File: src/design/asi_pkg.sv
// constants, types and state codes for the converter serial readout block
// assumes a single 20 MHz mclk domain; all pins arrive asynchronous to it
// Notes on behaviour
// - trigger rise samples select line, picks mode
// - select tied to trigger resolves chain mode
// - optional start bit flags conversion done
// - select mode: start bit if line low at end
// - chain mode: start bit if clock high at trigger
// - three-wire variant, trigger frames the readout
// - four-wire variant, select line frames readout
// - chain mode passes upstream data through register
// - conversion timed by internal clock only
// - two's complement, clamp over and underrange codes
// - conversion completes; output released at trigger rise
// - msb on frame start, shift on falls, release
package asi_pkg;
    localparam int CODE_W = 18;
    localparam int SH_W = CODE_W + 1;
    localparam int CLK_NS = 50;
    // longest conversion time of the internal sequencer
    localparam int CONV_MAX_NS = 710;
    localparam int CONV_CYC = (CONV_MAX_NS + CLK_NS - 1) / CLK_NS;
    localparam int TMR_W = 5;
    localparam int CNT_W = 5;
    localparam logic [CODE_W-1:0] CODE_POS_FS = 18'h1FFFF;
    localparam logic [CODE_W-1:0] CODE_NEG_FS = 18'h20000;
    localparam logic [CNT_W-1:0] BITS_PLAIN = 5'h12;
    localparam logic [CNT_W-1:0] BITS_START = 5'h13;
    localparam logic START_CS = 1'h0;
    localparam logic START_CHAIN = 1'h1;
    localparam int SYNC_W = 3;

    typedef struct packed {
        logic chain;
        logic busy_en;
    } asi_mode_t;

    typedef enum logic [2:0] {
        ST_IDLE = 3'h1,
        ST_CONV = 3'h2,
        ST_READY = 3'h4
    } asi_state_t;
endpackage : asi_pkg

File: src/design/asi_serial_if.sv
// serial readout side of an 18-bit successive-approximation converter
// assumes the analog core presents its code and range flags on mclk;
// trigger, select/chain and serial clock pins are asynchronous and synchronised here
`timescale 1ns/10ps
module asi_serial_if #(
    parameter int CONV_CYC = asi_pkg::CONV_CYC
) (
    input wire logic mclk,
    input wire logic rst,
    input wire logic conversion_trigger,
    input wire logic select_chain_input,
    input wire logic sclk,
    input wire logic [asi_pkg::CODE_W-1:0] core_code,
    input wire logic core_over,
    input wire logic core_under,
    output logic result_output,
    output logic result_output_oe_n,
    output logic conv_busy,
    output logic chain_mode,
    output logic busy_bit_en
);
    // pin synchronisers: stage 0 feeds only stage 1
    logic [asi_pkg::SYNC_W-1:0] cnv_p, sdi_p, sck_p;
    logic [asi_pkg::SYNC_W-1:0] next_cnv_p, next_sdi_p, next_sck_p;
    logic cnv_s, sdi_s, sdi_d, sck_d, cnv_rise, sck_fall;

    always_comb begin
        next_cnv_p = {cnv_p[1:0], conversion_trigger};
        next_sdi_p = {sdi_p[1:0], select_chain_input};
        next_sck_p = {sck_p[1:0], sclk};
    end

    always_ff @(posedge mclk or posedge rst) begin
        if (rst) begin
            cnv_p <= 3'h7;
            sdi_p <= 3'h7;
            sck_p <= 3'h0;
        end else begin
            cnv_p <= next_cnv_p;
            sdi_p <= next_sdi_p;
            sck_p <= next_sck_p;
        end
    end

    // edges seen on the synchronised copies; sdi_d and sck_d are the levels
    // one sample before the trigger edge, so a select line wired to the
    // trigger is still read low and chain mode wins
    assign cnv_s = cnv_p[1];
    assign sdi_s = sdi_p[1];
    assign sdi_d = sdi_p[2];
    assign sck_d = sck_p[2];
    assign cnv_rise = cnv_s & ~cnv_p[2];
    assign sck_fall = ~sck_p[1] & sck_p[2];

    // clamp the core code at both ends of the two's complement range
    function automatic logic [asi_pkg::CODE_W-1:0] clamp_code(
        input logic [asi_pkg::CODE_W-1:0] code,
        input logic over,
        input logic under
    );
        if (over)
            return asi_pkg::CODE_POS_FS;
        else if (under)
            return asi_pkg::CODE_NEG_FS;
        else
            return code;
    endfunction : clamp_code

    asi_pkg::asi_state_t state, next_state;
    asi_pkg::asi_mode_t mode, next_mode;
    logic [asi_pkg::TMR_W-1:0] timer, next_timer;
    logic [asi_pkg::CNT_W-1:0] cnt, next_cnt;
    logic [asi_pkg::SH_W-1:0] sh, next_sh;
    logic frame, conv_end, busy_now, drive;
    logic [asi_pkg::CODE_W-1:0] code_now;
    logic [asi_pkg::CNT_W-1:0] limit;

    localparam int TMR_W = asi_pkg::TMR_W;

    // cs mode frames on either line low: 3-wire keeps select high so the
    // trigger frames, 4-wire keeps the trigger high so select frames
    assign frame = mode.chain ? ~cnv_s : (~cnv_s | ~sdi_s);
    assign conv_end = (state == asi_pkg::ST_CONV) && (timer == 5'h01);
    assign busy_now = mode.chain ? mode.busy_en : (~cnv_s | ~sdi_s);
    assign code_now = clamp_code(core_code, core_over, core_under);
    assign limit = mode.busy_en ? asi_pkg::BITS_START : asi_pkg::BITS_PLAIN;

    // sequencer: trigger, internal conversion timing, readout shifting
    always_comb begin
        next_state = state;
        next_mode = mode;
        next_timer = timer;
        next_cnt = cnt;
        next_sh = sh;
        case (state)
            asi_pkg::ST_IDLE: begin
                next_cnt = cnt;
            end
            asi_pkg::ST_CONV: begin
                // runs on mclk alone; serial clock is not looked at
                next_timer = timer - 5'h01;
                if (conv_end) begin
                    next_state = asi_pkg::ST_READY;
                    next_cnt = 5'h00;
                    if (!mode.chain)
                        next_mode.busy_en = busy_now;
                    // start bit ahead of the msb when enabled
                    if (busy_now)
                        next_sh = {mode.chain ? asi_pkg::START_CHAIN : asi_pkg::START_CS,
                                   code_now};
                    else
                        next_sh = {code_now, 1'h0};
                end
            end
            asi_pkg::ST_READY: begin
                if (frame && sck_fall) begin
                    if (mode.chain) begin
                        // without a start bit the lowest cell is a spare zero;
                        // skip it so the upstream msb follows our lsb directly
                        if (mode.busy_en)
                            next_sh = {sh[asi_pkg::SH_W-2:0], sdi_s};
                        else
                            next_sh = {sh[asi_pkg::SH_W-2:1], sdi_s, 1'h0};
                    end else begin
                        next_sh = {sh[asi_pkg::SH_W-2:0], 1'h0};
                        if (cnt != limit)
                            next_cnt = cnt + 5'h01;
                    end
                end
            end
            default: begin
                next_state = asi_pkg::ST_IDLE;
            end
        endcase
        // a running conversion ignores further trigger edges
        if (cnv_rise && state != asi_pkg::ST_CONV) begin
            next_state = asi_pkg::ST_CONV;
            next_timer = TMR_W'(CONV_CYC);
            next_mode.chain = ~sdi_d;
            next_mode.busy_en = ~sdi_d & sck_d;
        end
    end

    always_ff @(posedge mclk or posedge rst) begin
        if (rst) begin
            state <= asi_pkg::ST_IDLE;
            mode <= 2'h0;
            timer <= 5'h00;
            cnt <= 5'h00;
            sh <= 19'h00000;
        end else begin
            state <= next_state;
            mode <= next_mode;
            timer <= next_timer;
            cnt <= next_cnt;
            sh <= next_sh;
        end
    end

    // output pin: released during conversion and, in cs mode only, after the last bit
    assign drive = (state == asi_pkg::ST_READY) && frame
                   && (mode.chain || cnt != limit);
    assign result_output_oe_n = ~drive;
    assign result_output = sh[asi_pkg::SH_W-1];
    assign conv_busy = (state == asi_pkg::ST_CONV);
    assign chain_mode = mode.chain;
    assign busy_bit_en = mode.busy_en;

    // helper: busy cycles counted so the conversion length is checked exactly
    logic [asi_pkg::TMR_W-1:0] busy_len, next_busy_len;

    always_comb begin
        next_busy_len = conv_busy ? busy_len + 5'h01 : 5'h00;
    end

    always_ff @(posedge mclk or posedge rst) begin
        if (rst)
            busy_len <= 5'h00;
        else
            busy_len <= next_busy_len;
    end
endmodule : asi_serial_if

File: config.mk
export PLATFORM = sky130hd
export DESIGN_NAME = asi_serial_if
export DESIGN_NICKNAME = d
export VERILOG_FILES = /design/src/design/asi_pkg.sv /design/src/design/asi_serial_if.sv
export SDC_FILE = /design/constraint.sdc
export NUM_CORES = 1
export LEC_CHECK = 0
export ABC_CLOCK_PERIOD_IN_PS = 2250
export BUFFER_PORTS_ARGS = -buffer_cell sky130_fd_sc_hd__buf_2
export CORE_MARGIN = 8
export CORE_UTILIZATION = 50
export CTS_CLUSTER_SIZE = 30
export DETAILED_ROUTE_END_ITERATION = 10
export PLACE_DENSITY = 0.75
export SLEW_MARGIN = 10
export SYNTH_ARGS = -nofsm -noshare
export SYNTH_HDL_FRONTEND = slang
export SYNTH_SLANG_ARGS = --single-unit
export TNS_END_PERCENT = 10
File: constraint.sdc
create_clock -name mclk -period 2.25 [get_ports mclk]
set_input_delay 0.225 -clock mclk [delete_from_list [all_inputs] [get_ports mclk]]
set_output_delay 0.225 -clock mclk [all_outputs]
set_load 0.005 [all_outputs]
==> flow_summary.ini, run 1 <==
[run_status]
outcome = completed

[layout]
nets = 313
stdcell_count = 340
final_layout_size_suffix_gt1_frac = 0.2273
syn2layout_area_growth_pct = 12.67
utilization = 0.5835
diodes = 0

[grt]
grt_overflow_total = 0
grt_pass1_wl_um = 9867
grt_max_degree = 44
grt_use_total = 0.1657
grt_pass1_vias = 2044
antenna_found_initial = 0

[pwr]
leakagePower_nw = 1.163
power_w = 0.001719
power_density_nw_per_um2 = 627.9
max-vdd-ir-drop_v = 0.0004355

[synthesis]
synth_top_area_frac = 0.3708
yosys.cell_count.top_type = dfrtp_1
ys_warn_count = 0
synth.net_count = 286
ys_types = 52
synthTopCellsByCount = dfrtp_1 (36), a211oi_1 (30), o21ai_0 (24), nor3_1 (20)
synth-async-reset-ratio = 1.000
yosys_register_bits = 43
synth_top_area_cell = dfrtp_1
synth_edf_count = 0
syn-cell-area_um2 = 2430
ys_top_cells_by_area = dfrtp_1 (37%), a211oi_1 (9.3%), dfstp_2 (7.6%), a21o_1 (5.6%), o21ai_0 (4.9%)
syn_inst = 258
synth_area_per_cell_um2 = 9.418
synth_ff_type = dfrtp_1
synth-seq-area-share = 0.4464

[clock_tree]
clk_latency_ns = 0.29
cts_hold_buf = 0
htree_levels = 2
clk_pin_slew_worst_paths_ns = 0.08
cts_tree = built
cts.sinks = 43
cts_buffers = 5
post_cts_resized = 0
cts-root-buf = clkbuf_8
cts_buffer_depth = 2
cts_setup_buffers = 0

[floorplanning]
die_h_um = 85.71
fp-row-count = 25
die_area_um2 = 7346
ioPinCount = 30
die_width_um = 85.71
start_util = 0.5179
core_region_area_um2 = 4692

[detailed_routing]
wl_um = 5742
vias = 2130
drtPass1Iterations = 4
routedWlPerCell_um = 16.89
dr.first_iter.drc_count = 184
via_per_inst = 6.265
drt_drc_violations_left = 0
postRouteAntennaNets = 0

[worst_setup_path]
rrSetupSlack_ns = 0.30
critPathCaptureType = flop
cp.required_ns = 2.42
r2r-end = sh[10]
r2r_cells = 6
crit_family = simple AND/OR/NAND/NOR gates
worst_setup_path_start_kind = flop
worstSetupPathType = flop to flop
r2r_start = state[2]
slowest_delay_ns = 0.51
crit_arrival_ns = 2.13
cp_num_buf_inv = 2
critical_path.max_fanout = 13
cp_common_cell = a211oi_1
path_cells = or3b_1 > clkinv_4 > nand2_1 > buf_4 > a211oi_1 > a211oi_1
crit_path_top_delay_cell = or3b_1

[sta]
setup_viol = 0
fmax_mhz = 512.4
worstMarginPinSlew_ns = 0.6239
period_share = 0.8674
finalMaxSlewViolations = 0
hold_viol = 0
setup_slack_ns = 0.2984
fin_worst_skew_ns = 0.01284
layout_min_cycle_time_ns = 1.952
grt_setup_unrepaired = no
fin_tns_setup_ns = 0
slew_headroom = 0.5841

[place]
numPlacedInstances = 332
dpl_worst_slack_ns = 0.3233
gp_congestion = 0.7910
dpl.hpwl_um = 3990
io_buffers = 29

[hold_path]
hold_end = sck_p[0]
hold_class = primary input to flop
hold_depth = 1
min_from = sclk

[run]
maxCapViolCount = 0
[placed cells by master (no fill, tap or decap), types with 2 or more instances in the layout]
master	instances
a21oi_1	6
nor2b_1	3
buf_4	12
inv_1	5
nand3b_1	3
o21ai_1	5
xnor2_1	2
dfrtp_1	36
nand4b_1	3
dfstp_2	7
nand2_1	14
nor2_1	3
ha_1	3
o21ai_0	24
a211oi_1	30
clkbuf_8	7
buf_2	29
nor3_1	20
o211ai_1	2
a21o_1	18
nand2b_1	4
nand3_1	18
a31oi_1	4
[flip-flops by register name, indices dropped and copies added, names as in the netlist]
register and cells:
cnt 5, state 3, chain_mode 1, timer 5, sdi_p 3, busy_bit_en 1, sh 19, sck_p 3
cnv_p 3
[report_power, final]
part | internal, W | total [W] | leakage (nW) | switching (W)
Sequential | 0.000833 | 0.000889 | 0.496 | 0.0000565
Combinational | 0.000132 | 0.000298 | 0.615 | 0.000165
Clock | 0.000280 | 0.000532 | 0.0515 | 0.000252
[worst max-delay path by stage]
stage               startpoint     end  slack, ns  cells past startpoint
finish                state[2]  sh[10]       0.30                      6
global route          state[1]  sh[10]       0.12                      6
CTS                 chain_mode   sh[5]       0.29                      5
detailed placement  chain_mode   sh[6]       0.32                      5
global placement      state[2]   sh[7]       0.36                      6
floorplan             state[0]  sh[13]       0.56                      7
[metrics by stage]
step                instance area, um2  hold WS (ns)
floorplan                         2430        0.2295
global placement                  2638        0.3311
detailed placement                2638        0.3315
CTS                               2738       0.02322
global route                      2738       0.01827
finish                            2738       0.03332
[kinds of logic (layout without fill, tap and decap cells)]
kind of cell    after synthesis  count (layout)  synth area share
mux                           1               1          0.004634
simple gates                 80              80            0.1895
compound gates              101             101            0.2827
xor+xnor                      3               3           0.01082
flops                        43              43            0.4464
fa+ha+maj                     3               3           0.01545
buf+inv                      27              55           0.05046
[worst reg2reg max path, stage by stage, from the launching register on]
cell and delay [ns]:
dfrtp_1 0.41, or3b_1 0.51, clkinv_4 0.12, nand2_1 0.19, buf_4 0.26, a211oi_1 0.28
a211oi_1 0.08
[layout make-up]
cell class                 instances  area [um2]
clock buffer                       8       100.1
tap                               54       67.56
inverter                           6       27.53
multi-input combinational        188        1222
fill                             411        1954
sequential                        43        1085
timing repair buffer              41       235.2
[routing by layer]
| metal | wire length (um) | GRT usage | part of all wire | up-vias |
|---|---|---|---|---|
| li1 | - | - | - | 1028 |
| met2 | 2670 | 0.2609 | 0.46 | 66 |
| met4 | 63 | 0.05573 | 0.011 | 0 |
| met5 | 0 | 0 | 0 | - |
| met1 | 2650 | 0.2173 | 0.46 | 1029 |
| met3 | 357 | 0.03820 | 0.062 | 7 |
(Power assumes the default switching activity.)
==> inputs of run 2 (changes only) <==
- BUFFER_PORTS_ARGS: -buffer_cell sky130_fd_sc_hd__buf_2 -> default
- DONT_BUFFER_PORTS: default -> 1
- PLACE_DENSITY: 0.75 -> 0.7
- REMOVE_ABC_BUFFERS: default -> 1
==> run 2 against run 1 <==
Net effect: clock skew shrank 0.0064 ns; cell count shrank 6.2%; cell area shrank 3.0%; critical endpoint is now sh[7].
==> flow_summary.ini, run 2 (synthesis gave the netlist of run 1 again) <==
[worst_setup_path]
cp.required_ns = 2.44
crit_arrival_ns = 2.18
path_cells = o21ai_1 > and4b_1 > buf_4 > nor3_1 > a211oi_1
rrSetupSlack_ns = 0.26
critPathLaunch = chain_mode
worstSetupPathType = flop to flop
r2r_start = chain_mode
crit_path_top_delay_cell = and4b_1
critical_path.max_fanout = 12
slowest_delay_ns = 0.56
critPathCaptureType = flop
crit_family = simple AND/OR/NAND/NOR gates
cp_num_buf_inv = 1
r2r-end = sh[7]
r2r_cells = 5
worst_setup_path_start_kind = flop

[floorplanning]
die_area_um2 = 7346
fp-row-count = 25
start_util = 0.5179
die_h_um = 85.71
ioPinCount = 30
die_width_um = 85.71
core_region_area_um2 = 4692

[layout]
nets = 292
layout_common_cells = dfrtp_1 (36), a211oi_1 (30), o21ai_0 (24), nor3_1 (20)
final_common_cell = dfrtp_1
reg_top3 = sh (19), cnt (5), timer (5)
syn2layout_area_growth_pct = 9.320
final_layout_size_suffix_gt1_frac = 0.1547
largest_reg_flops = 19
diodes = 0
regMostFlops = sh

[sta]
setup_viol = 0
fmax_mhz = 503.8
layout_min_cycle_time_ns = 1.985
period_share = 0.8822
worst_hold_slack_ns = 0.08568
fin_tns_setup_ns = 0
finalMaxSlewViolations = 0
fin_worst_skew_ns = 0.006403
hold_viol = 0
slew_headroom = 0.6170
grt_setup_unrepaired = no
worstMarginPinSlew_ns = 0.5710

[place]
io_buffers = 0
gp_congestion = 0.7732
dpl.hpwl_um = 3984

[detailed_routing]
via_per_inst = 6.433
dr.first_iter.drc_count = 198
wl_um = 5809
postRouteAntennaNets = 0
vias = 2052
drtPass1Iterations = 4
routedWlPerCell_um = 18.21
drt_drc_violations_left = 0

[clock_tree]
post_cts_resized = 0
cts_buffer_depth = 2
cts_tree = built
cts_setup_buffers = 0
cts_hold_buf = 4
cts.sinks = 43
cts-root-buf = clkbuf_8
clk_latency_ns = 0.29
cts_buffers = 5
htree_levels = 2
clk_pin_slew_worst_paths_ns = 0.09

[pwr]
pwr-share-seq = 0.528
p_int_w = 0.001181
p_switching_w = 0.0004863
leakagePower_nw = 1.074
pwr-share-clk = 0.299
max-vdd-ir-drop_v = 0.0002955
netSwitchingFraction = 0.2916
comb_power_share = 0.173
power_density_nw_per_um2 = 627.8

[grt]
grt_max_degree = 22
grt_pass1_wl_um = 9832
grt_use_total = 0.1631
grt_overflow_total = 0
antenna_found_initial = 0
grt_pass1_vias = 2047

[hold_path]
hold_class = primary input to flop
hold_end = sh[4]
min_from = core_under
hold_depth = 2

[run_status]
outcome = completed

[run]
maxCapViolCount = 0
[run 2: metal layers]
layer | GRT usage | part of all wire | vias up
met4 | 0.03662 | 0.0065 | 0
met3 | 0.04680 | 0.071 | 5
met2 | 0.2638 | 0.46 | 64
met1 | 0.2096 | 0.46 | 999
met5 | 0 | 0 | -
li1 | - | - | 984
[run 2: how the worst max path moves through the flow]
stage	endpoint	slack [ns]	cells past startpoint
floorplan	sh[2]	0.09	5
global placement	sh[0]	0.35	7
detailed placement	sh[7]	0.25	5
CTS	sh[7]	0.25	5
global route	sh[9]	0.15	5
finish	sh[7]	0.26	5
[run 2: layout make-up]
| class | instances | area, um2 |
|---|---|---|
| fillers | 429 | 2036 |
| multi-input cells | 188 | 1222 |
| flip-flops and latches | 43 | 1085 |
| repair buffers | 20 | 160.2 |
| clock buffers | 5 | 68.82 |
| well taps | 54 | 67.56 |
| inverters | 6 | 27.53 |
| clock inverters | 3 | 25.02 |
[run 2: power groups by stage]
stage	clock [W]	sequential [W]	combinational, W
after floorplan	0	0.000888	0.000199
after global placement	0	0.000893	0.000277
after detailed placement	0	0.000894	0.000284
after CTS	0.000513	0.000880	0.000291
after global routing	0.000548	0.000888	0.000322
final	0.000498	0.000881	0.000289
[run 2: per-stage QoR]
step	total power [W]	cell area [um2]	worst slack [ns]	instances	utilization
after floorplan	0.001088	2335	0.09170	237	-
after global placement	0.001169	2522	0.3528	307	0.5376
after detailed placement	0.001177	2522	0.2452	307	0.5376
after CTS	0.001684	2656	0.2491	319	0.5661
after global routing	0.001758	2656	0.1472	319	0.5661
final	0.001668	2656	0.2650	319	0.5661
[run 2: worst register-to-register path, cell delays in order, from the launching register on]
cell and delay [ns]:
dfrtp_1 0.46, o21ai_1 0.29, and4b_1 0.56, buf_4 0.29
nor3_1 0.07, a211oi_1 0.21
==> inputs of run 3 (changes only) <==
- CORE_ASPECT_RATIO: default -> 0.8
==> run 3 against run 2 <==
Net effect: cell count rose by 0.63%; fmax fell by 2.5%; register-to-register slack got worse by 0.05 ns; sequential cell count did not move; cell area barely moved; critical path depth did not move; core utilization rose by 0.85 points.
==> flow_summary.ini, run 3 (synthesis gave the netlist of run 1 again) <==
[sta]
setup_viol = 0
hold_viol = 0
fmax_mhz = 491.4
layout_min_cycle_time_ns = 2.035
grt_setup_unrepaired = no
fin_tns_setup_ns = 0
slew_headroom = 0.6299
worst_hold_slack_ns = 0.08338
period_share = 0.9045
finalMaxSlewViolations = 0
fin_worst_skew_ns = 0.004410
worstMarginPinSlew_ns = 0.5551

[pwr]
power_w = 0.001790
p_int_w = 0.001315
pwr-share-seq = 0.494
max-vdd-ir-drop_v = 0.0005161
pwr-share-clk = 0.351
leakagePower_nw = 1.075
p_switching_w = 0.0004754
comb_power_share = 0.155
power_density_nw_per_um2 = 673.6
netSwitchingFraction = 0.2656

[grt]
grt_pass1_vias = 1908
grt_overflow_total = 0
grt_use_total = 0.1650
grt_pass1_wl_um = 9777
grt_max_degree = 44
antenna_found_initial = 0

[hold_path]
hold_depth = 2
min_from = core_under
hold_class = primary input to flop
hold_end = sh[10]

[worst_setup_path]
worst_setup_path_start_kind = flop
worstSetupPathType = flop to flop
r2r_cells = 5
r2r_start = chain_mode
crit_arrival_ns = 2.23
cp.required_ns = 2.45
critPathCaptureType = flop
r2r-end = sh[3]
critical_path.max_fanout = 13
rrSetupSlack_ns = 0.21

[layout]
regMostFlops = sh
largest_reg_flops = 19
layout_common_cells = dfrtp_1 (36), a211oi_1 (30), o21ai_0 (24), nor3_1 (20)
nets = 288
reg_top3 = sh (19), cnt (5), timer (5)
diodes = 0
nFillCells = 404
final_layout_size_suffix_gt1_frac = 0.1418
stdcell_count = 321
utilization = 0.5747
final_common_cell = dfrtp_1
syn2layout_area_growth_pct = 9.372

[floorplanning]
die_area_um2 = 7360
core_region_area_um2 = 4624
die_width_um = 93.94
fp-row-count = 22
die_h_um = 78.35
ioPinCount = 30
start_util = 0.5254

[detailed_routing]
postRouteAntennaNets = 0
drtPass1Iterations = 4
routedWlPerCell_um = 18.04
vias = 2061
drt_drc_violations_left = 0
wl_um = 5790
dr.first_iter.drc_count = 137
via_per_inst = 6.421

[run_status]
outcome = completed

[clock_tree]
cts_buffers = 5
cts_buffer_depth = 2
clk_pin_slew_worst_paths_ns = 0.08
cts_tree = built
htree_levels = 2
cts-root-buf = clkbuf_8
cts.sinks = 43
post_cts_resized = 0
clk_latency_ns = 0.30

[place]
gp_congestion = 0.8090
io_buffers = 0
dpl.hpwl_um = 3917
numPlacedInstances = 309

[run]
maxCapViolCount = 0
[run 3: repair_timing]
item,4_1_cts,5_1_grt
hold buffers,4,0
setup buffers,0,0
setup endpoints to repair,0,0
hold endpoints to repair,39,0
[run 3: layout make-up]
| type | instances | area (um2) | area share |
|---|---|---|---|
| clock buffer | 6 | 82.58 | 0.03107 |
| timing repair buffer | 16 | 130.1 | 0.04896 |
| inverter | 6 | 27.53 | 0.01036 |
| multi-input combinational | 188 | 1222 | 0.4600 |
| clock inverter | 2 | 35.03 | 0.01318 |
| sequential | 43 | 1085 | 0.4082 |
| tap | 60 | 75.07 | 0.02825 |
[run 3: worst max path at each step]
stage | start | cells past startpoint | endpoint | slack [ns]
after CTS | state[1] | 6 | sh[13] | 0.25
after floorplan | state[0] | 5 | sh[2] | 0.09
after global routing | chain_mode | 5 | sh[3] | 0.07
after detailed placement | state[2] | 6 | sh[13] | 0.27
after global placement | chain_mode | 5 | sh[5] | 0.33
final | chain_mode | 5 | sh[3] | 0.21
[run 3: metrics by stage]
| step | worst slack (ns) | area [um2] |
|---|---|---|
| 2_1_floorplan | 0.09170 | 2335 |
| 3_3_place_gp | 0.3318 | 2500 |
| 3_5_place_dp | 0.2711 | 2500 |
| 4_1_cts | 0.2534 | 2658 |
| 5_1_grt | 0.06621 | 2658 |
| 6_report | 0.2150 | 2658 |
[run 3: worst max-delay path, cell delays in order (launching register included)]
cell	delay [ns]
dfrtp_1	0.46
o21ai_1	0.29
and4b_1	0.60
buf_4	0.29
nor3_1	0.07
a211oi_1	0.22
[run 3: power groups by stage]
stage / registers (W) / logic, W / clock network, W
floorplan: 0.000888 / 0.000199 / 0
global placement: 0.000896 / 0.000267 / 0
finish: 0.000884 / 0.000278 / 0.000628
detailed placement: 0.000898 / 0.000269 / 0
CTS: 0.000883 / 0.000278 / 0.000631
global route: 0.000893 / 0.000315 / 0.000660
[run 3: metal layers]
layer | part of all wire | vias to the layer above | track usage | routed length [um]
met1 | 0.47 | 1019 | 0.2323 | 2717
met5 | 0 | - | 0 | 0
met3 | 0.066 | 9 | 0.04563 | 383
li1 | - | 981 | - | -
met2 | 0.45 | 52 | 0.2367 | 2624
met4 | 0.011 | 0 | 0.05529 | 65
